$ cat src/rtl/sfl_pkg.sv
// Summary of operation
// - Launch output on falling, capture on rising clock
// - Clock level at select fall picks mode
// - Compatible timings: output valid during clock low
// - Full-cycle timings: host samples full cycle later
// - Write-protect acts within 1 us both ways
// - Sector lockdown completes within 200 us
// - Ultra-deep power-down reached within 3 us
// - Ultra-deep wake takes 240/120 us by supply
// - Deep power-down entered within 2 us
// - Resume from deep power-down within 35 us
// - Page to buffer transfer within 100 us
// - Page to buffer compare within 100 us
// - Erase and program page 35/25 ms
// - Security register program within 500 us
// - Each select fall samples idle clock level
// - Output high impedance after reset until a status read
package sfl_pkg;
  localparam int CLK_MHZ = 20;
  localparam int TMR_W = 20;
  // Completion times in their printed units
  localparam int T_WPE_US = 1;
  localparam int T_LOCK_US = 200;
  localparam int T_EUDPD_US = 3;
  localparam int T_EDPD_US = 2;
  localparam int T_RDPD_US = 35;
  localparam int T_XFR_US = 100;
  localparam int T_COMP_US = 100;
  localparam int T_EP_LO_MS = 35;
  localparam int T_EP_HI_MS = 25;
  localparam int T_OTPP_US = 500;
  localparam int T_XUDPD_LO_US = 240;
  localparam int T_XUDPD_HI_US = 120;
  // Longest times, rounded down to whole cycles
  localparam int CYC_WPE = T_WPE_US * CLK_MHZ;
  localparam int CYC_LOCK = T_LOCK_US * CLK_MHZ;
  localparam int CYC_EUDPD = T_EUDPD_US * CLK_MHZ;
  localparam int CYC_EDPD = T_EDPD_US * CLK_MHZ;
  localparam int CYC_RDPD = T_RDPD_US * CLK_MHZ;
  localparam int CYC_XFR = T_XFR_US * CLK_MHZ;
  localparam int CYC_COMP = T_COMP_US * CLK_MHZ;
  localparam int CYC_EP_LO = T_EP_LO_MS * 1000 * CLK_MHZ;
  localparam int CYC_EP_HI = T_EP_HI_MS * 1000 * CLK_MHZ;
  localparam int CYC_OTPP = T_OTPP_US * CLK_MHZ;
  localparam int CYC_XUDPD_LO = T_XUDPD_LO_US * CLK_MHZ;
  localparam int CYC_XUDPD_HI = T_XUDPD_HI_US * CLK_MHZ;
  // Opcodes
  localparam logic [7:0] OPC_DPD = 8'hB9;
  localparam logic [7:0] OPC_RESUME = 8'hAB;
  localparam logic [7:0] OPC_UDPD = 8'h79;
  localparam logic [7:0] OPC_STATUS = 8'hD7;
  localparam logic [7:0] OPC_XFER = 8'h53;
  localparam logic [7:0] OPC_COMP = 8'h60;
  localparam logic [7:0] OPC_EPROG = 8'h83;
  localparam logic [7:0] OPC_BUFWR = 8'h84;
  // Buffer write data follows opcode and three address bytes
  localparam logic [2:0] BUFWR_FIRST = 3'h4;
  // Status byte bit positions
  localparam int ST_READY = 7;
  localparam int ST_PROT = 1;
  localparam int ST_OVF = 0;
  // Synchroniser lanes
  localparam int SYNC_W = 5;
  localparam int IX_SCK = 0;
  localparam int IX_SI = 1;
  localparam int IX_CS = 2;
  localparam int IX_WP = 3;
  localparam int IX_SUP = 4;
  localparam logic [SYNC_W-1:0] SYNC_RST = 5'h0C;
  // Data buffer
  localparam int FIFO_W = 8;
  localparam int FIFO_D = 32;
  localparam logic [TMR_W-1:0] TMR_RST = 20'h0_0000;
  typedef enum logic [4:0] {
    PW_STBY = 5'b00001,
    PW_BUSY = 5'b00010,
    PW_DPD = 5'b00100,
    PW_UDPD = 5'b01000,
    PW_WAKE = 5'b10000
  } sfl_pw_e;
endpackage

$ cat src/rtl/sfl_stream_if.sv
// Valid/ready byte stream between the link logic and the buffer
interface sfl_stream_if #(
  parameter int W = 8
);
  logic [W-1:0] data;
  logic valid;
  logic ready;
  modport src (output data, output valid, input ready);
  modport snk (input data, input valid, output ready);
endinterface

$ cat src/rtl/sfl_sync.sv
// Two-stage synchroniser plus a history stage for edge detection
module sfl_sync #(
  parameter int W = 1,
  parameter logic [W-1:0] RST = '0
)(
  input wire logic clk,
  input wire logic rst_n,
  input wire logic [W-1:0] d,
  output logic [W-1:0] q,
  output logic [W-1:0] q_prev
);
  logic [W-1:0] meta;

  // Meta stage feeds only the second stage
  always_ff @(posedge clk) begin
    if (!rst_n) begin
      meta <= RST;
      q <= RST;
      q_prev <= RST;
    end else begin
      meta <= d;
      q <= meta;
      q_prev <= q;
    end
  end
endmodule

$ cat src/rtl/sfl_fifo.sv
// Buffer between received bytes and the memory write port
module sfl_fifo #(
  parameter int W = 8,
  parameter int D = 32
)(
  input wire logic clk,
  input wire logic rst_n,
  sfl_stream_if.snk in_s,
  sfl_stream_if.src out_s
);
  localparam int AW = $clog2(D);
  logic [W-1:0] mem [D];
  logic [AW-1:0] wr_ptr;
  logic [AW-1:0] rd_ptr;
  logic [AW:0] count;
  logic push;
  logic pop;

  // Honest flags from the fill count
  assign in_s.ready = (count != (AW+1)'(D));
  assign out_s.valid = (count != '0);
  assign out_s.data = mem[rd_ptr];
  assign push = in_s.valid && in_s.ready;
  assign pop = out_s.valid && out_s.ready;

  // Storage has no reset; only pointers and fill count need a defined value
  always_ff @(posedge clk) begin
    if (push) begin
      mem[wr_ptr] <= in_s.data;
    end
  end

  // Pointers and fill count
  always_ff @(posedge clk) begin
    if (!rst_n) begin
      wr_ptr <= '0;
      rd_ptr <= '0;
      count <= '0;
    end else begin
      if (push) begin
        wr_ptr <= wr_ptr + 1'b1;
      end
      if (pop) begin
        rd_ptr <= rd_ptr + 1'b1;
      end
      count <= count + (AW+1)'(push) - (AW+1)'(pop);
    end
  end
endmodule

$ cat src/rtl/sfl_link_top.sv
// Serial slave of the flash: bit timing, command completion timers
module sfl_link_top
  import sfl_pkg::*;
#(
  parameter int P_LOCK = CYC_LOCK,
  parameter int P_EP_LO = CYC_EP_LO,
  parameter int P_EP_HI = CYC_EP_HI,
  parameter int P_OTPP = CYC_OTPP,
  parameter int P_XUDPD_LO = CYC_XUDPD_LO,
  parameter int P_XUDPD_HI = CYC_XUDPD_HI,
  parameter logic [7:0] OPC_LOCK = 8'hC1,
  parameter logic [7:0] OPC_OTP = 8'hC2
)(
  input wire logic clk,
  input wire logic rst_n,
  input wire logic sck,
  input wire logic si,
  input wire logic device_select_bar,
  input wire logic wp_bar,
  input wire logic supply_high,
  output logic so,
  output logic so_oe_n,
  output logic mode3,
  output logic protect,
  output logic busy,
  output logic power_deep,
  output logic power_ultra,
  output logic op_done,
  output logic overflow,
  output logic [7:0] wr_data,
  output logic wr_valid,
  input wire logic wr_ready
);
  logic [SYNC_W-1:0] pin_q;
  logic [SYNC_W-1:0] pin_prev;
  logic sck_q;
  logic si_q;
  logic cs_q;
  logic sck_rise;
  logic sck_fall;
  logic cs_fall;
  logic cs_rise;
  logic [7:0] shift_in;
  logic [7:0] next_byte;
  logic [2:0] bit_cnt;
  logic [2:0] byte_cnt;
  logic [7:0] opcode;
  logic byte_done;
  logic [7:0] tx_sh;
  logic tx_on;
  logic exec;
  sfl_pw_e pw;
  logic [TMR_W-1:0] tmr;
  logic [7:0] op_cur;
  logic [7:0] status;

  sfl_stream_if #(.W(FIFO_W)) in_s ();
  sfl_stream_if #(.W(FIFO_W)) out_s ();

  // Every pin crosses two flops before any logic looks at it
  sfl_sync #(.W(SYNC_W), .RST(SYNC_RST)) u_sync (
    .clk(clk),
    .rst_n(rst_n),
    .d({supply_high, wp_bar, device_select_bar, si, sck}),
    .q(pin_q),
    .q_prev(pin_prev)
  );

  sfl_fifo #(.W(FIFO_W), .D(FIFO_D)) u_fifo (
    .clk(clk),
    .rst_n(rst_n),
    .in_s(in_s),
    .out_s(out_s)
  );

  // Timer load for each timed operation; erase-program and ultra-deep wake picked by supply range
  function automatic logic [TMR_W-1:0] load_cycles(
    input logic [7:0] op,
    input logic hi
  );
    int c;
    c = 1;
    if (op == OPC_XFER) begin
      c = CYC_XFR;
    end else if (op == OPC_COMP) begin
      c = CYC_COMP;
    end else if (op == OPC_EPROG) begin
      c = hi ? P_EP_HI : P_EP_LO;
    end else if (op == OPC_LOCK) begin
      c = P_LOCK;
    end else if (op == OPC_OTP) begin
      c = P_OTPP;
    end else if (op == OPC_RESUME) begin
      c = CYC_RDPD;
    end else if (op == OPC_UDPD) begin
      c = hi ? P_XUDPD_HI : P_XUDPD_LO;
    end
    return TMR_W'(c);
  endfunction

  // Edges of the sampled link signals
  assign sck_q = pin_q[IX_SCK];
  assign si_q = pin_q[IX_SI];
  assign cs_q = pin_q[IX_CS];
  assign sck_rise = sck_q && !pin_prev[IX_SCK];
  assign sck_fall = !sck_q && pin_prev[IX_SCK];
  assign cs_fall = !cs_q && pin_prev[IX_CS];
  assign cs_rise = cs_q && !pin_prev[IX_CS];
  assign next_byte = {shift_in[6:0], si_q};
  assign byte_done = sck_rise && !cs_q && (bit_cnt == 3'h7);
  // A command counts only if it ended on a whole byte
  assign exec = cs_rise && (bit_cnt == 3'h0) && (byte_cnt != 3'h0);
  assign status = {!busy, 5'h00, protect, overflow};

  // Mode is the idle clock level at each select fall
  always_ff @(posedge clk) begin
    if (!rst_n) begin
      mode3 <= 1'b0;
    end else if (cs_fall) begin
      mode3 <= sck_q;
    end
  end

  // Input bits are taken on rising clock edges only
  always_ff @(posedge clk) begin
    if (!rst_n) begin
      shift_in <= 8'h00;
      bit_cnt <= 3'h0;
      byte_cnt <= 3'h0;
      opcode <= 8'h00;
    end else if (cs_fall) begin
      bit_cnt <= 3'h0;
      byte_cnt <= 3'h0;
    end else if (sck_rise && !cs_q) begin
      shift_in <= next_byte;
      bit_cnt <= bit_cnt + 3'h1;
      if (bit_cnt == 3'h7) begin
        if (byte_cnt == 3'h0) begin
          opcode <= next_byte;
        end
        // Saturate so long data phases keep the last count
        if (byte_cnt != 3'h7) begin
          byte_cnt <= byte_cnt + 3'h1;
        end
      end
    end
  end

  // Buffer write bytes go to the FIFO after the address bytes
  always_ff @(posedge clk) begin
    if (!rst_n) begin
      in_s.valid <= 1'b0;
      in_s.data <= 8'h00;
    end else begin
      in_s.valid <= byte_done && (opcode == OPC_BUFWR)
        && (byte_cnt >= BUFWR_FIRST) && (pw == PW_STBY);
      in_s.data <= next_byte;
    end
  end

  // The host cannot be stalled, so a full buffer drops and flags
  always_ff @(posedge clk) begin
    if (!rst_n) begin
      overflow <= 1'b0;
    end else if (in_s.valid && !in_s.ready) begin
      overflow <= 1'b1;
    end
  end

  // Output bits launch on falling edges; pin floats until a read
  always_ff @(posedge clk) begin
    if (!rst_n) begin
      tx_on <= 1'b0;
      tx_sh <= 8'h00;
      so <= 1'b0;
      so_oe_n <= 1'b1;
    end else if (cs_q) begin
      tx_on <= 1'b0;
      so_oe_n <= 1'b1;
    end else if (byte_done && byte_cnt == 3'h0
        && next_byte == OPC_STATUS && pw != PW_UDPD) begin
      tx_on <= 1'b1;
      tx_sh <= status;
    end else if (sck_fall && tx_on) begin
      so <= tx_sh[7];
      so_oe_n <= 1'b0;
      // Reload a fresh status at each byte boundary
      tx_sh <= (bit_cnt == 3'h0) ? {status[6:0], 1'b0}
        : {tx_sh[6:0], 1'b0};
      if (bit_cnt == 3'h0) begin
        so <= status[7];
      end
    end
  end

  // Protection follows the pin after the synchroniser
  always_ff @(posedge clk) begin
    if (!rst_n) begin
      protect <= 1'b0;
    end else begin
      protect <= !pin_q[IX_WP];
    end
  end

  // Power and busy sequencing
  always_ff @(posedge clk) begin
    if (!rst_n) begin
      pw <= PW_STBY;
      tmr <= TMR_RST;
      op_cur <= 8'h00;
      op_done <= 1'b0;
    end else begin
      op_done <= 1'b0;
      case (pw)
        PW_STBY: begin
          if (exec) begin
            op_cur <= opcode;
            tmr <= load_cycles(opcode, pin_q[IX_SUP]);
            if (opcode == OPC_DPD) begin
              pw <= PW_DPD;
            end else if (opcode == OPC_UDPD) begin
              pw <= PW_UDPD;
            end else if (opcode == OPC_XFER || opcode == OPC_COMP
                || opcode == OPC_LOCK || opcode == OPC_OTP) begin
              pw <= PW_BUSY;
            end else if (opcode == OPC_EPROG && !protect) begin
              pw <= PW_BUSY;
            end
          end
        end
        PW_DPD: begin
          // Only the resume command leaves this state; status reads are still answered
          if (exec && opcode == OPC_RESUME) begin
            op_cur <= OPC_RESUME;
            tmr <= load_cycles(OPC_RESUME, pin_q[IX_SUP]);
            pw <= PW_WAKE;
          end
        end
        PW_UDPD: begin
          // Any sampled select low wakes; shorter pulses are missed
          if (cs_fall) begin
            op_cur <= OPC_UDPD;
            tmr <= load_cycles(OPC_UDPD, pin_q[IX_SUP]);
            pw <= PW_WAKE;
          end
        end
        PW_BUSY, PW_WAKE: begin
          if (tmr <= TMR_W'(1)) begin
            tmr <= TMR_RST;
            pw <= PW_STBY;
            op_done <= 1'b1;
          end else begin
            tmr <= tmr - TMR_W'(1);
          end
        end
        default: begin
          pw <= PW_STBY;
        end
      endcase
    end
  end

  // State outputs come from their own flops
  always_ff @(posedge clk) begin
    if (!rst_n) begin
      busy <= 1'b0;
      power_deep <= 1'b0;
      power_ultra <= 1'b0;
    end else begin
      busy <= (pw == PW_BUSY) || (pw == PW_WAKE);
      power_deep <= (pw == PW_DPD);
      power_ultra <= (pw == PW_UDPD);
    end
  end

  // Output stage keeps the write port registered
  assign out_s.ready = !wr_valid || wr_ready;
  always_ff @(posedge clk) begin
    if (!rst_n) begin
      wr_valid <= 1'b0;
      wr_data <= 8'h00;
    end else if (out_s.ready) begin
      wr_valid <= out_s.valid;
      wr_data <= out_s.data;
    end
  end

  // Helper for checks: cycles spent in the current timed state
  logic [TMR_W-1:0] busy_age;
  always_ff @(posedge clk) begin
    if (!rst_n) begin
      busy_age <= TMR_RST;
    end else if (pw == PW_BUSY || pw == PW_WAKE) begin
      busy_age <= busy_age + TMR_W'(1);
    end else begin
      busy_age <= TMR_RST;
    end
  end

  localparam int A_WPE = CYC_WPE;
  localparam int A_EUDPD = CYC_EUDPD;
  localparam int A_EDPD = CYC_EDPD;
  localparam int A_RDPD = CYC_RDPD;
endmodule

$ cat config.mk
export PLATFORM = sky130hd
export DESIGN_NAME = sfl_link_top
export DESIGN_NICKNAME = d
export VERILOG_FILES = /design/src/rtl/sfl_pkg.sv /design/src/rtl/sfl_stream_if.sv /design/src/rtl/sfl_sync.sv /design/src/rtl/sfl_fifo.sv /design/src/rtl/sfl_link_top.sv
export SDC_FILE = /design/constraint.sdc
export NUM_CORES = 1
export LEC_CHECK = 0
export ABC_CLOCK_PERIOD_IN_PS = 3700
export BUFFER_PORTS_ARGS = -buffer_cell sky130_fd_sc_hd__buf_4
export CAP_MARGIN = 20
export CORE_ASPECT_RATIO = 1.2
export CORE_MARGIN = 2
export CORE_UTILIZATION = 31
export CTS_CLUSTER_DIAMETER = 100
export DETAILED_ROUTE_END_ITERATION = 10
export GPL_ROUTABILITY_DRIVEN = 0
export PLACE_DENSITY = 0.54
export SETUP_SLACK_MARGIN = 0.4
export SLEW_MARGIN = 10
export SYNTH_ARGS = -nofsm -noshare
export SYNTH_HDL_FRONTEND = slang
export SYNTH_SLANG_ARGS = --single-unit
export TNS_END_PERCENT = 20
$ cat constraint.sdc
create_clock -name clk -period 3.7 [get_ports clk]
set_clock_uncertainty 0.1 [all_clocks]
set_input_delay 0 -clock clk [delete_from_list [all_inputs] [get_ports clk]]
set_output_delay 0 -clock clk [all_outputs]
set_load 0.1 [all_outputs]
# Yosys cells after proc, flatten, opt, wreduce, memory -nomap -nowiden
# Memory sizes are Yosys's and may differ from the RTL's. A register that Yosys moved wholly into a read port is not among the register bits.
# Cells that the tools add are included.
# W data, S select, Z words.
op_classes:
  n_reduce_logical: 53
  eq_ne: 24
  n_addsub: 7
  bitwise_logic: 4
  n_lt_le_gt_ge: 2
  muxes: 30
ops:
  columns: ["operator", "count"]
  rows:
  - ["$mux W20", 8]
  - ["$pmux W20 S4", 1]
  - ["$eq A8 B8 Y1 const B", 7]
  - ["$mux W5", 8]
  - ["$mux W13", 3]
  - ["$mux W14", 2]
  - ["$eq A8 B7 Y1 const B", 3]
  - ["$mux W8", 3]
  - ["$le A20 B1 Y1 const B", 1]
  - ["$logic_and A1 B1 Y1", 20]
  - ["$pmux W5 S4", 1]
  - ["$sub A20 B1 Y20 const B", 1]
  - ["$add A5 B1 Y5 const B", 2]
  - ["$logic_not A1 Y1", 10]
  - ["$ne A2 B2 Y1 const B", 4]
  - ["$reduce_and A2 Y1", 4]
  - ["$reduce_and A4 Y1", 2]
  - ["$add A3 B1 Y3 const B", 2]
  - ["$add A6 B1 Y6", 1]
  - ["$logic_not A3 Y1", 2]
  - ["$ne A6 B6 Y1 const B", 1]
  - ["$reduce_and A3 Y1", 2]
  - ["$reduce_bool A6 Y1", 1]
  - ["$reduce_or A2 Y1", 3]
  - ["18 further kinds", 28]
word_totals:
  output_inout_bits: 18
  mem_count: 1
  elab_cells: 147
  in_bits: 8
  ram_bits: 256
  regBits: 103
mem_list:
  columns: ["name", "words", "word_bits", "read_ports", "rd_ports_with_merged_regs", "wr", "line", "rtl"]
  rows:
  - ["u_fifo.mem", 32, 8, 1, 1, 1, "sfl_fifo.sv:12", "logic [W-1:0] mem [D];"]

# Logic depth before layout (Yosys ltp)
# Gate-level depths: netlist of the first run.
logic_depth:
  word_depth: 10
  depth_mapped: 13
  mapped_depth_nobuf: 13

# Modules after synthesis
# Synthesis of the first run repeated with hierarchy kept, for this count alone.
unflattened:
  hier_cells: 1173
  hier_area_um2: 15778.9
by_module_without_submodules:
  columns: ["mod", "area_per_inst_um2", "instances", "cells_each", "seq_area_each_um2"]
  rows:
  - ["sfl_fifo", 11039.3, 1, 616, 8107.8]
  - ["sfl_link_top", 4335.4, 1, 526, 1641.6]
  - ["sfl_sync", 404.1, 1, 31, 300.3]

# Worst setup path after synthesis of the first run
# Ideal clock, no wire load.
synth_timing:
  path_kind: "register to register"
  start: "reg wr_valid"
  end: "reg u_fifo.count[4]"
  arrival_time_ps: 2786
  n_path_buf: 0
  required_ps: 3472
  path_slack_ps: 686
  setup_ps: 128
  path_stages_with_launch: 11
  period_less_slack_ps: 3014
  cell_sequence: "dfxtp_1 a21oi_1 ha_1 inv_1 ha_1 fa_1 a21oi_1 nor2_1 nor2_1 xor2_1 nor2_1"
synth_via:
  elab_chain_len: 4
synth_rtl:
  columns: ["item", "line", "rtl"]
  rows:
  - ["from (decl)", "sfl_link_top.sv:31", "output logic wr_valid,"]
  - ["from (signal assigned)", "sfl_link_top.sv:283", "wr_valid <= out_s.valid;"]
  - ["$logic_not A1 Y1", "sfl_link_top.sv:277", "assign out_s.ready = !wr_valid || wr_ready;"]
  - ["$logic_or A1 B1 Y1", "sfl_link_top.sv:277", null]
  - ["$logic_and A1 B1 Y1", "sfl_fifo.sv:24", "assign pop = out_s.valid && out_s.ready;"]
  - ["net u_fifo.pop", "sfl_fifo.sv:17", "logic pop;"]
  - ["$sub A6 B1 Y6", "sfl_fifo.sv:46", "count <= count + (AW+1)'(push) - (AW+1)'(pop);"]
  - ["to (signal assigned)", "sfl_fifo.sv:46", null]
  - ["to (decl)", "sfl_fifo.sv:15", "logic [AW:0] count;"]
# The timed path passes the listed nets, and every way through them passes these cells.
# A chain may end at the register's enable or synchronous reset.

# Worst setup path after layout of the first run
layout_timing:
  start: "reg bit_cnt[0]"
  end: "reg tmr[8]"
layout_via:
  elab_chain_len: 6
  word_cells_on_any_way: 7
  classes_between: "eq/ne: 2; reduce/logical: 5"
layout_rtl:
  columns: ["item", "line", "rtl"]
  rows:
  - ["from (decl)", "sfl_link_top.sv:45", "logic [2:0] bit_cnt;"]
  - ["from (signal assigned)", "sfl_link_top.sv:136", "bit_cnt <= bit_cnt + 3'h1;"]
  - ["$logic_not A3 Y1 (*)", "sfl_link_top.sv:112", "assign exec = cs_rise && (bit_cnt == 3'h0) && (byte_cnt != 3'h0);"]
  - ["$logic_and A1 B1 Y1 (*) (2 in a row)", "sfl_link_top.sv:112", null]
  - ["$logic_and A1 B1 Y1", "sfl_link_top.sv:233", "if (exec && opcode == OPC_RESUME) begin"]
  - ["$ne A2 B2 Y1 (no line)", null, null]
  - ["$reduce_and A4 Y1 (no line) (*)", null, null]
  - ["to (signal assigned)", "sfl_link_top.sv:235", "tmr <= load_cycles(OPC_RESUME, pin_q[IX_SUP]);"]
  - ["to (signal assigned)", "sfl_link_top.sv:243", "tmr <= load_cycles(OPC_UDPD, pin_q[IX_SUP]);"]
  - ["to (signal assigned)", "sfl_link_top.sv:253", "tmr <= tmr - TMR_W'(1);"]
  - ["to (decl)", "sfl_link_top.sv:53", "logic [TMR_W-1:0] tmr;"]
# Mark *: on every way between the ends. The rest lies on a longest branch, timed or not.

==> impl_metrics.csv, run 1 <==
group,metric,value,unit
place,dp_hpwl,22900,um
cells_and_area,multi_input_comb_area,4960,um2
routing,avgViaCountPerCell,4.97,
sta,slew_headroom,0.394,
pwr,intPower,7510,uW
yosys,synth.avg_cell_area,13.9,um2
sta,post-route-period-util,0.777,
global_routing,grt_pass1_vias,9269,
clock_tree,insertion_delay,0.56,ns
global_routing,grt_usage,0.141,
sta,rsz0062_at_grt,"no",
pwr,comb_power_share,0.156,
sta,fmax,348,MHz
worst_setup_path,crit_path_top_delay_cell,"or3_1",
yosys,synth.distinct_cells,69,
pwr,clockPowerShare,0.395,
yosys,syn-num-nets,1124,
global_routing,use_met1,0.178,
pwr,cellLeakagePower,0.00594,uW
cells_and_area,diodes,0,
sta,finalHoldViolations,0,
routing,first_pass_iters,5,
worst_setup_path,worstPathMaxFanout,24,
worst_setup_path,crit_path_start_kind,"register",
routing,drt_iter0_markers,605,
run_status,status,"complete, no violations",
floorplan,die_h,246,um
global_routing,grt_use_met3,0.0254,
clock_tree,cts_buffers,40,
floorplan,core,48200,um2
worst_setup_path,cp.arrival,3.20,ns
hold_path,min_path_type,"in2reg",
sta,fin_crit,2.88,ns
cells_and_area,final.fill_count,4647,
worst_setup_path,crit_required,4.02,ns
sta,setup_viol,0,
cells_and_area,layout_common_cells,"256 x edfxtp_1, 113 x nor2_1, 106 x dfxtp_1",
floorplan,ios,26,
worst_setup_path,path_class,"reg2reg",
clock_tree,clockBufferDepth,3,
pwr,powerDensity,571,nW/um2
yosys,seq_area_frac_synth,0.652,
yosys,netlist_area,15200,um2
yosys,synth_cells,1093,
yosys,synthArstFlopShare,0,
routing,drt-total-wl,34800,um
global_routing,grt_max_degree,56,
pwr,p_seq_frac,0.449,
global_routing,grt.overflow.total,0,
worst_setup_path,critPathCaptureType,"register",
pwr,sw_frac_of_total,0.257,
yosys,ys_warn_count,0,
routing,vias,9014,
floorplan,core.rowCount,88,
global_routing,grt_antenna_before_repair,0,
yosys,ys_ff_latch,366,
routing,wire_per_inst,19.2,um
floorplan,start_util,0.314,
yosys,synth_edf_count,256,
clock_tree,path_clk_slew,0.06,ns
pwr,ir_drop,0.000305,V
clock_tree,htree_levels,2,
floorplan,chipWidth,206,um
pwr,switching_power,2600,uW
cells_and_area,fin_nets,1185,
global_routing,grt_use_met2,0.242,
yosys,synth-main-ff-cell,"edfxtp_1",
pwr,power.total,10100,uW
routing,route.detailed.drc,0,
clock_tree,cts_root_buf,"clkbuf_16",
cells_and_area,drive_gt1_frac,0.168,
place,io_buffers,25,
sta,finalSetupTns,0,ns
clock_tree,cts_sinks,366,
global_routing,grt-busiest-layer,"met2",
global_routing,grt_pass1_wl,54600,um
worst_setup_path,cpPeakStageDelay,0.76,ns
clock_tree,cts_resized,0,
cells_and_area,layout_commonest_cell,"edfxtp_1",
clock_tree,cts_tree,"built",
run,maxCapViolations,0,
cells_and_area,seqCellArea,9900,um2
cells_and_area,area_growth,16.7,%
sta,slew_viol_final,0,
floorplan,die-area,50700,um2
worst_setup_path,worstPathCellList,"inv_1 -> ha_1 -> nor2b_1 -> nand4b_1 -> a21boi_0 -> or3_1 -> a2111oi_2 -> nor2_1",
routing,ant_nets,0,
sta,tightest_slew,0.909,ns
## through the flow
stage	setup slack [ns]	util	instance area [um2]	hold slack, ns	cells
6_report	0.824	0.367	17700	0.174	1814
2_1_floorplan	0.686	-	15200	0.00147	1093
5_1_grt	0.566	0.367	17700	0.166	1814
3_3_place_gp	0.890	0.336	16200	0.0939	1728
4_1_cts	0.813	0.367	17700	0.119	1814
3_5_place_dp	0.836	0.337	16300	0.0982	1731
## critical path, delay by kind of cell, from the launching register on
family / cells / cell delay, ns
adder cells (fa/ha/maj): 1 / 0.15
buffers and inverters: 1 / 0.06
AND/OR/NAND/NOR: 4 / 1.48
flip-flops: 1 / 0.33
AO/OA/AOI/OAI: 2 / 0.62
## final cells by class
cell class / instances / share of cell area
clock inverters: 21 / 0.0124
inverters: 22 / 0.00466
well taps: 630 / 0.0445
clock buffers: 51 / 0.0618
repair buffers: 76 / 0.0372
multi-input cells: 648 / 0.280
flip-flops and latches: 366 / 0.559
## power by group through the flow
stage	clock (uW)	combinational, uW	sequential (uW)
CTS	4100	1610	4540
global route	4270	1710	4550
global placement	0	1590	4630
finish	3990	1570	4540
detailed placement	0	1590	4630
floorplan	0	1120	4680
## registers in the layout, indices dropped and copies added (netlist names), 5 cells and up
name           cells
u_sync.meta        5
u_fifo.count       6
u_fifo.rd_ptr      5
in_s.data          8
wr_data            8
shift_in           7
pw                 5
opcode             8
u_fifo.mem       256
tmr               20
u_sync.q           5
u_fifo.wr_ptr      5
tx_sh              8
## cells by family after synthesis
kind of cell / Yosys count / share of synthesized area
compound gates: 174 / 0.0773
xor+xnor: 21 / 0.0121
fa+ha+maj: 23 / 0.0195
buf+inv: 79 / 0.0215
flops: 366 / 0.652
mux: 108 / 0.111
simple gates: 322 / 0.106
## final timing paths
check,end,slack (ns),start,depth (start not counted)
max,tmr[8]$_SDFFE_PN0P_,0.82,bit_cnt[0]$_SDFFE_PP0P_,8
min,u_sync.meta[1]$_SDFF_PN0_,0.17,si,3
max reg2reg,tmr[8]$_SDFFE_PN0P_,0.82,bit_cnt[0]$_SDFFE_PP0P_,8
min reg2reg,protect$_SDFF_PN0_,0.28,u_sync.q[3]$_SDFF_PN1_,1
## repair_timing
item,CTS,global route
hold endpoints to repair,32,0
setup buffers,0,0
hold buffers,11,0
## per-layer routing
layer  wire, um  vias to the layer above
met5          0                        -
li1           -                     4283
met1      15100                     4502
met2      17300                      175
met4        893                        0
met3       1490                       54
## cell usage after synthesis (all sizes together), types with 8 or more instances
cell | n | area [um2]
edfxtp | 256 | 7690
mux2i | 55 | 551
a21oi | 58 | 290
xor2 | 11 | 96.3
nor4 | 10 | 68.8
nor2 | 113 | 424
mux4 | 48 | 1080
nand2 | 60 | 225
a32o | 8 | 80.1
o22ai | 9 | 56.3
and2 | 18 | 113
dfxtp | 110 | 2200
nand2b | 15 | 93.8
xnor2 | 10 | 87.6
o21ai | 35 | 175
clkbuf | 39 | 148
buf | 18 | 96.3
nand3 | 24 | 120
a22oi | 10 | 75.1
ha | 22 | 275
a211oi | 9 | 67.6
nor3 | 20 | 105
inv | 22 | 82.6
nor2b | 11 | 68.8
Power figures use the tool's default switching activity.
==> run 2, diff against run 1 <==
--- a/config.mk
+++ b/config.mk
@@ -5,7 +5,7 @@
 export SDC_FILE = /design/constraint.sdc
 export NUM_CORES = 1
 export LEC_CHECK = 0
-export ABC_CLOCK_PERIOD_IN_PS = 3700
+export ABC_CLOCK_PERIOD_IN_PS = 2500
 export BUFFER_PORTS_ARGS = -buffer_cell sky130_fd_sc_hd__buf_4
 export CAP_MARGIN = 20
 export CORE_ASPECT_RATIO = 1.2
@@ -14,7 +14,7 @@
 export CTS_CLUSTER_DIAMETER = 100
 export DETAILED_ROUTE_END_ITERATION = 10
 export GPL_ROUTABILITY_DRIVEN = 0
-export PLACE_DENSITY = 0.54
+export PLACE_DENSITY = 0.56
 export SETUP_SLACK_MARGIN = 0.4
 export SLEW_MARGIN = 10
 export SYNTH_ARGS = -nofsm -noshare
==> constraint.sdc (replaced) <==
create_clock -name clk -period 2.5 [get_ports clk]
set_clock_uncertainty 0.1 [all_clocks]
set_input_delay 0 -clock clk [delete_from_list [all_inputs] [get_ports clk]]
set_output_delay 0 -clock clk [all_outputs]
set_load 0.1 [all_outputs]
==> impl_metrics.csv, run 2 (same netlist as run 1, synthesis figures left out) <==
group,metric,value,unit
routing,drt-total-wl,36700,um
floorplan,ios,26,
pwr,cellLeakagePower,0.00669,uW
worst_setup_path,worstPathMaxFanout,5,
place,dpl_cell_area,17000,um2
run_status,status,"complete, no violations",
worst_setup_path,crit_path_start_kind,"register",
sta,finalHoldViolations,0,
global_routing,grt_usage,0.146,
global_routing,grt.overflow.total,0,
sta,rsz0062_at_grt,"yes",
clock_tree,clockBufferDepth,3,
clock_tree,cts_sinks,366,
floorplan,core.rowCount,88,
sta,setup_viol,0,
clock_tree,insertion_delay,0.57,ns
clock_tree,htree_levels,2,
routing,drt_iter0_markers,554,
cells_and_area,top_regs,"u_fifo.mem: 256 flops, tmr: 20 flops",
cells_and_area,area_growth,27.1,%
clock_tree,path_clk_slew,0.06,ns
floorplan,die-area,50700,um2
pwr,ir_drop,0.000665,V
routing,route.detailed.drc,0,
clock_tree,cts_tree,"built",
floorplan,chipWidth,206,um
worst_setup_path,cp.arrival,2.74,ns
sta,fmax,417,MHz
worst_setup_path,path_class,"reg2reg",
routing,vias,9578,
worst_setup_path,critPathCaptureType,"register",
place,io_buffers,25,
global_routing,grt_pass1_vias,9757,
cells_and_area,drive_gt1_frac,0.309,
sta,finalSetupTns,0,ns
cells_and_area,layout_commonest_cell,"edfxtp_1",
clock_tree,cts_buffers,40,
sta,post-route-period-util,0.960,
hold_path,min_path_type,"reg2reg",
worst_setup_path,crit_required,2.84,ns
floorplan,die_h,246,um
sta,slew_viol_final,0,
pwr,power.total,16000,uW
cells_and_area,final_area,19300,um2
cells_and_area,largest_reg_flops,256,
place,dp_hpwl,23300,um
global_routing,grt_pass1_wl,56200,um
floorplan,core,48200,um2
routing,ant_nets,0,
sta,slew_headroom,0.502,
cells_and_area,fin_nets,1301,
clock_tree,cts_root_buf,"clkbuf_16",
sta,tightest_slew,0.744,ns
run,maxCapViolations,0,
global_routing,grt_antenna_before_repair,0,
cells_and_area,final_cells,1932,
cells_and_area,diodes,0,
floorplan,start_util,0.314,
sta,fin_crit,2.40,ns
routing,first_pass_iters,5,
pwr,powerDensity,831,nW/um2
place,placedCellCount,1804,
routing,avgViaCountPerCell,4.96,
routing,wire_per_inst,19.0,um
global_routing,grt_max_degree,56,
cells_and_area,max_flop_register,"u_fifo.mem",
cells_and_area,layout_common_cells,"256 x edfxtp_1, 152 x buf_4, 107 x nor2_1",
[run 2: changes by cell type in the layout (fill, tap and decap cells not counted), sizes merged, moves of 2 or more]
cell	delta
buf	+112
clkinvlp	+2
inv	-2
clkbuf	+2
[run 2: area by class of cell]
cell class | count | area, um2
clock buffer | 53 | 1090
fill | 4533 | 29000
multi-input combinational | 650 | 5450
sequential | 366 | 9920
timing repair buffer | 190 | 1690
tap | 630 | 788
inverter | 22 | 85.1
clock inverter | 21 | 254
[run 2: where the power goes]
group	total (uW)	switching [uW]	internal (uW)
Sequential	6630	96.7	6530
Combinational	3440	1690	1750
Clock	5940	2420	3520
Total	16000	4210	11800
[run 2: worst paths after layout]
kind | startpoint | end | slack [ns] | cells past startpoint
worst max register to register | tmr[15]$_SDFFE_PN0P_ | tmr[8]$_SDFFE_PN0P_ | 0.1 | 6
worst min register to register | u_sync.q[3]$_SDFF_PN1_ | protect$_SDFF_PN0_ | 0.28 | 1
worst max-delay path | tmr[15]$_SDFFE_PN0P_ | tmr[8]$_SDFFE_PN0P_ | 0.1 | 6
worst min-delay path | u_sync.q[3]$_SDFF_PN1_ | protect$_SDFF_PN0_ | 0.28 | 1
[run 2: routing by layer]
| layer | GRT usage | vias up | share of wire |
|---|---|---|---|
| met3 | 0.0266 | 61 | 0.035 |
| met4 | 0.0502 | 0 | 0.027 |
| met5 | 0 | - | 0 |
| li1 | - | 4545 | - |
| met1 | 0.179 | 4804 | 0.43 |
| met2 | 0.256 | 168 | 0.51 |
[run 2: what timing repair did]
action,in CTS,in global routing
setup endpoints to repair,300,257
cloned,5,0
hold buffers,12,0
endpoints found under the hold margin,41,0
gates resized for setup,66,51
setup buffers,27,10
pin swaps,20,24
[run 2: stage by stage]
stage / hold WS [ns] / util / setup slack, ns
finish: 0.284 / 0.400 / 0.100
global route: 0.277 / 0.400 / 0.00418
CTS: 0.234 / 0.394 / 0.102
detailed placement: 0.0865 / 0.352 / -0.0371
global placement: 0.0816 / 0.352 / -0.0266
floorplan: 0.00147 / - / 0.0524
[run 2: worst max-delay path, stage by stage, from the launching register on]
cell and delay (ns):
dfxtp_2 0.31, or4_4 0.54, or4_4 0.46, o31a_4 0.40, buf_6 0.15, a2111oi_4 0.27, nor2_1 0.07
==> run 3, diff against run 2 <==
--- a/config.mk
+++ b/config.mk
@@ -15,6 +15,7 @@
 export DETAILED_ROUTE_END_ITERATION = 10
 export GPL_ROUTABILITY_DRIVEN = 0
 export PLACE_DENSITY = 0.56
+export RECOVER_POWER = 100
 export SETUP_SLACK_MARGIN = 0.4
 export SLEW_MARGIN = 10
 export SYNTH_ARGS = -nofsm -noshare
==> impl_metrics.csv, run 3 (same netlist as run 1, synthesis figures left out) <==
group,metric,value,unit
clock_tree,cts_tree,"built",
worst_setup_path,rr_startpoint,"tmr[15]$_SDFFE_PN0P_",
worst_setup_path,worstPathMaxFanout,5,
sta,post-route-period-util,0.958,
worst_setup_path,crit_required,2.84,ns
clock_tree,insertion_delay,0.57,ns
floorplan,die-area,50700,um2
worst_setup_path,crit_path_top_delay_cell,"or4_4",
floorplan,die_h,246,um
routing,vias,9559,
floorplan,ios,26,
run_status,status,"complete, but fails checks",
cells_and_area,final_cells,1932,
pwr,cellLeakagePower,0.00649,uW
clock_tree,cts_sinks,366,
worst_setup_path,crit_path_start_kind,"register",
cells_and_area,layout_common_cells,"256 x edfxtp_1, 108 x nor2_1, 104 x buf_4",
floorplan,core.rowCount,88,
routing,avgViaCountPerCell,4.95,
sta,holdWs,0.284,ns
routing,drt_iter0_markers,552,
global_routing,grt_pass1_vias,9757,
cells_and_area,area_growth,25.5,%
sta,fmax,417,MHz
run,maxCapViolations,8,
global_routing,grt_pass1_wl,56200,um
worst_setup_path,worstPathCellList,"or4_4 -> or4_4 -> o31a_4 -> buf_6 -> a2111oi_4 -> nor2_1",
place,placedCellCount,1804,
cells_and_area,diodes,0,
sta,rsz0062_at_grt,"yes",
sta,setup_viol,0,
worst_setup_path,cp_num_buf_inv,1,
global_routing,grt_antenna_before_repair,0,
clock_tree,htree_levels,2,
place,dp_hpwl,23300,um
cells_and_area,drive_gt1_frac,0.270,
clock_tree,cts_root_buf,"clkbuf_16",
worst_setup_path,critPathMostFrequentCell,"or4_4",
pwr,ir_drop,0.000667,V
floorplan,core,48200,um2
clock_tree,path_clk_slew,0.06,ns
clock_tree,clockBufferDepth,3,
cells_and_area,top_regs,"u_fifo.mem: 256 flops, tmr: 20 flops",
floorplan,chipWidth,206,um
cells_and_area,final.fill_count,4589,
worst_setup_path,timing.rr.end,"tmr[8]$_SDFFE_PN0P_",
routing,ant_nets,0,
global_routing,grt_max_degree,56,
sta,finalHoldViolations,0,
hold_path,hp-start,"u_sync.q[3]$_SDFF_PN1_",
hold_path,min_path_cells,1,
clock_tree,cts_buffers,40,
routing,first_pass_iters,5,
routing,route.detailed.drc,0,
cells_and_area,largest_reg_flops,256,
sta,slew_viol_final,264,
cells_and_area,layout_commonest_cell,"edfxtp_1",
global_routing,grt_usage,0.146,
global_routing,grt.overflow.total,0,
hold_path,min_path_type,"reg2reg",
worst_setup_path,cpPeakStageDelay,0.54,ns
routing,wire_per_inst,19.0,um
worst_setup_path,reg2reg_depth,6,
sta,fin_crit,2.40,ns
floorplan,start_util,0.314,
cells_and_area,fin_nets,1301,
pwr,powerDensity,837,nW/um2
hold_path,hold-path-endpoint,"protect$_SDFF_PN0_",
worst_setup_path,path_class,"reg2reg",
worst_setup_path,cp.arrival,2.73,ns
sta,slew_headroom,-0.107,
place,io_buffers,25,
routing,drt-total-wl,36700,um
run_status,violations,"max-capacitance violations, max-slew violations",
worst_setup_path,worst-r2r-setup-slack,0.10,ns
worst_setup_path,critPathTopFamily,"simple AND/OR/NAND/NOR gates",
worst_setup_path,critPathCaptureType,"register",
cells_and_area,max_flop_register,"u_fifo.mem",
sta,tightest_slew,1.66,ns
run 3: cell count changes in the layout (fill, tap and decap cells not counted), sizes merged:
cell,before,now
clkbuf,53,103
buf,177,127
run 3: worst register-to-register path, delay by kind of cell, from the launching register on:
| kind | cells | cell delay (ns) |
|---|---|---|
| flops | 1 | 0.31 |
| simple gates | 3 | 1.06 |
| buf+inv | 1 | 0.15 |
| compound gates | 2 | 0.67 |
run 3: cell type report:
class / instances / area (um2) / area share
clock inverter: 21 / 254 / 0.0133
sequential: 366 / 9910 / 0.521
inverter: 22 / 85.1 / 0.00447
timing repair buffer: 190 / 1510 / 0.0796
clock buffer: 53 / 1090 / 0.0573
tap: 630 / 788 / 0.0414
multi-input combinational: 650 / 5380 / 0.283
run 3: timing repair:
item                                    4_1_cts  5_1_grt
pin swaps                                    20       24
setup buffers                                27       10
cloned                                        5        0
endpoints found under the hold margin        41        0
hold buffers                                 12        0
endpoints found under the setup margin      300      257
resized for setup                            66       51
run 3: how the worst max path moves through the flow:
stage / from / end / cells past startpoint
after floorplan: tmr[15]$_SDFFE_PN0P_ / tmr[9]$_SDFFE_PN0P_ / 7
after global placement: tmr[15]$_SDFFE_PN0P_ / tmr[8]$_SDFFE_PN0P_ / 6
after detailed placement: tmr[15]$_SDFFE_PN0P_ / tmr[8]$_SDFFE_PN0P_ / 6
after CTS: tmr[15]$_SDFFE_PN0P_ / tmr[19]$_SDFFE_PN0P_ / 7
after global routing: u_fifo.count[5]$_SDFF_PN0_ / u_fifo.count[4]$_SDFF_PN0_ / 13
final: tmr[15]$_SDFFE_PN0P_ / tmr[8]$_SDFFE_PN0P_ / 6
run 3: power breakdown:
part	total [uW]	switching [uW]	internal [uW]
Combinational	3360	1680	1680
Sequential	6620	97.0	6530
Clock	5940	2420	3520
run 3: routing by layer:
layer / up-vias / wire (um) / GRT usage
met4: 0 / 972 / 0.0502
met3: 56 / 1170 / 0.0266
met5: - / 0 / 0
li1: 4542 / - / -
met1: 4808 / 16000 / 0.179
met2: 153 / 18600 / 0.256
run 3: metrics by stage:
| step | setup slack, ns | setup TNS (ns) | cell area, um2 | util | total power (uW) |
|---|---|---|---|---|---|
| 3_5_place_dp | -0.0371 | -0.0826 | 17000 | 0.352 | 9460 |
| 4_1_cts | 0.102 | 0 | 19000 | 0.394 | 16100 |
| 2_1_floorplan | 0.0524 | 0 | 15300 | - | 8710 |
| 3_3_place_gp | -0.0266 | -0.0492 | 17000 | 0.352 | 9440 |
| 5_1_grt | 0.00443 | 0 | 19000 | 0.395 | 16500 |
| 6_report | 0.104 | 0 | 19000 | 0.395 | 15900 |
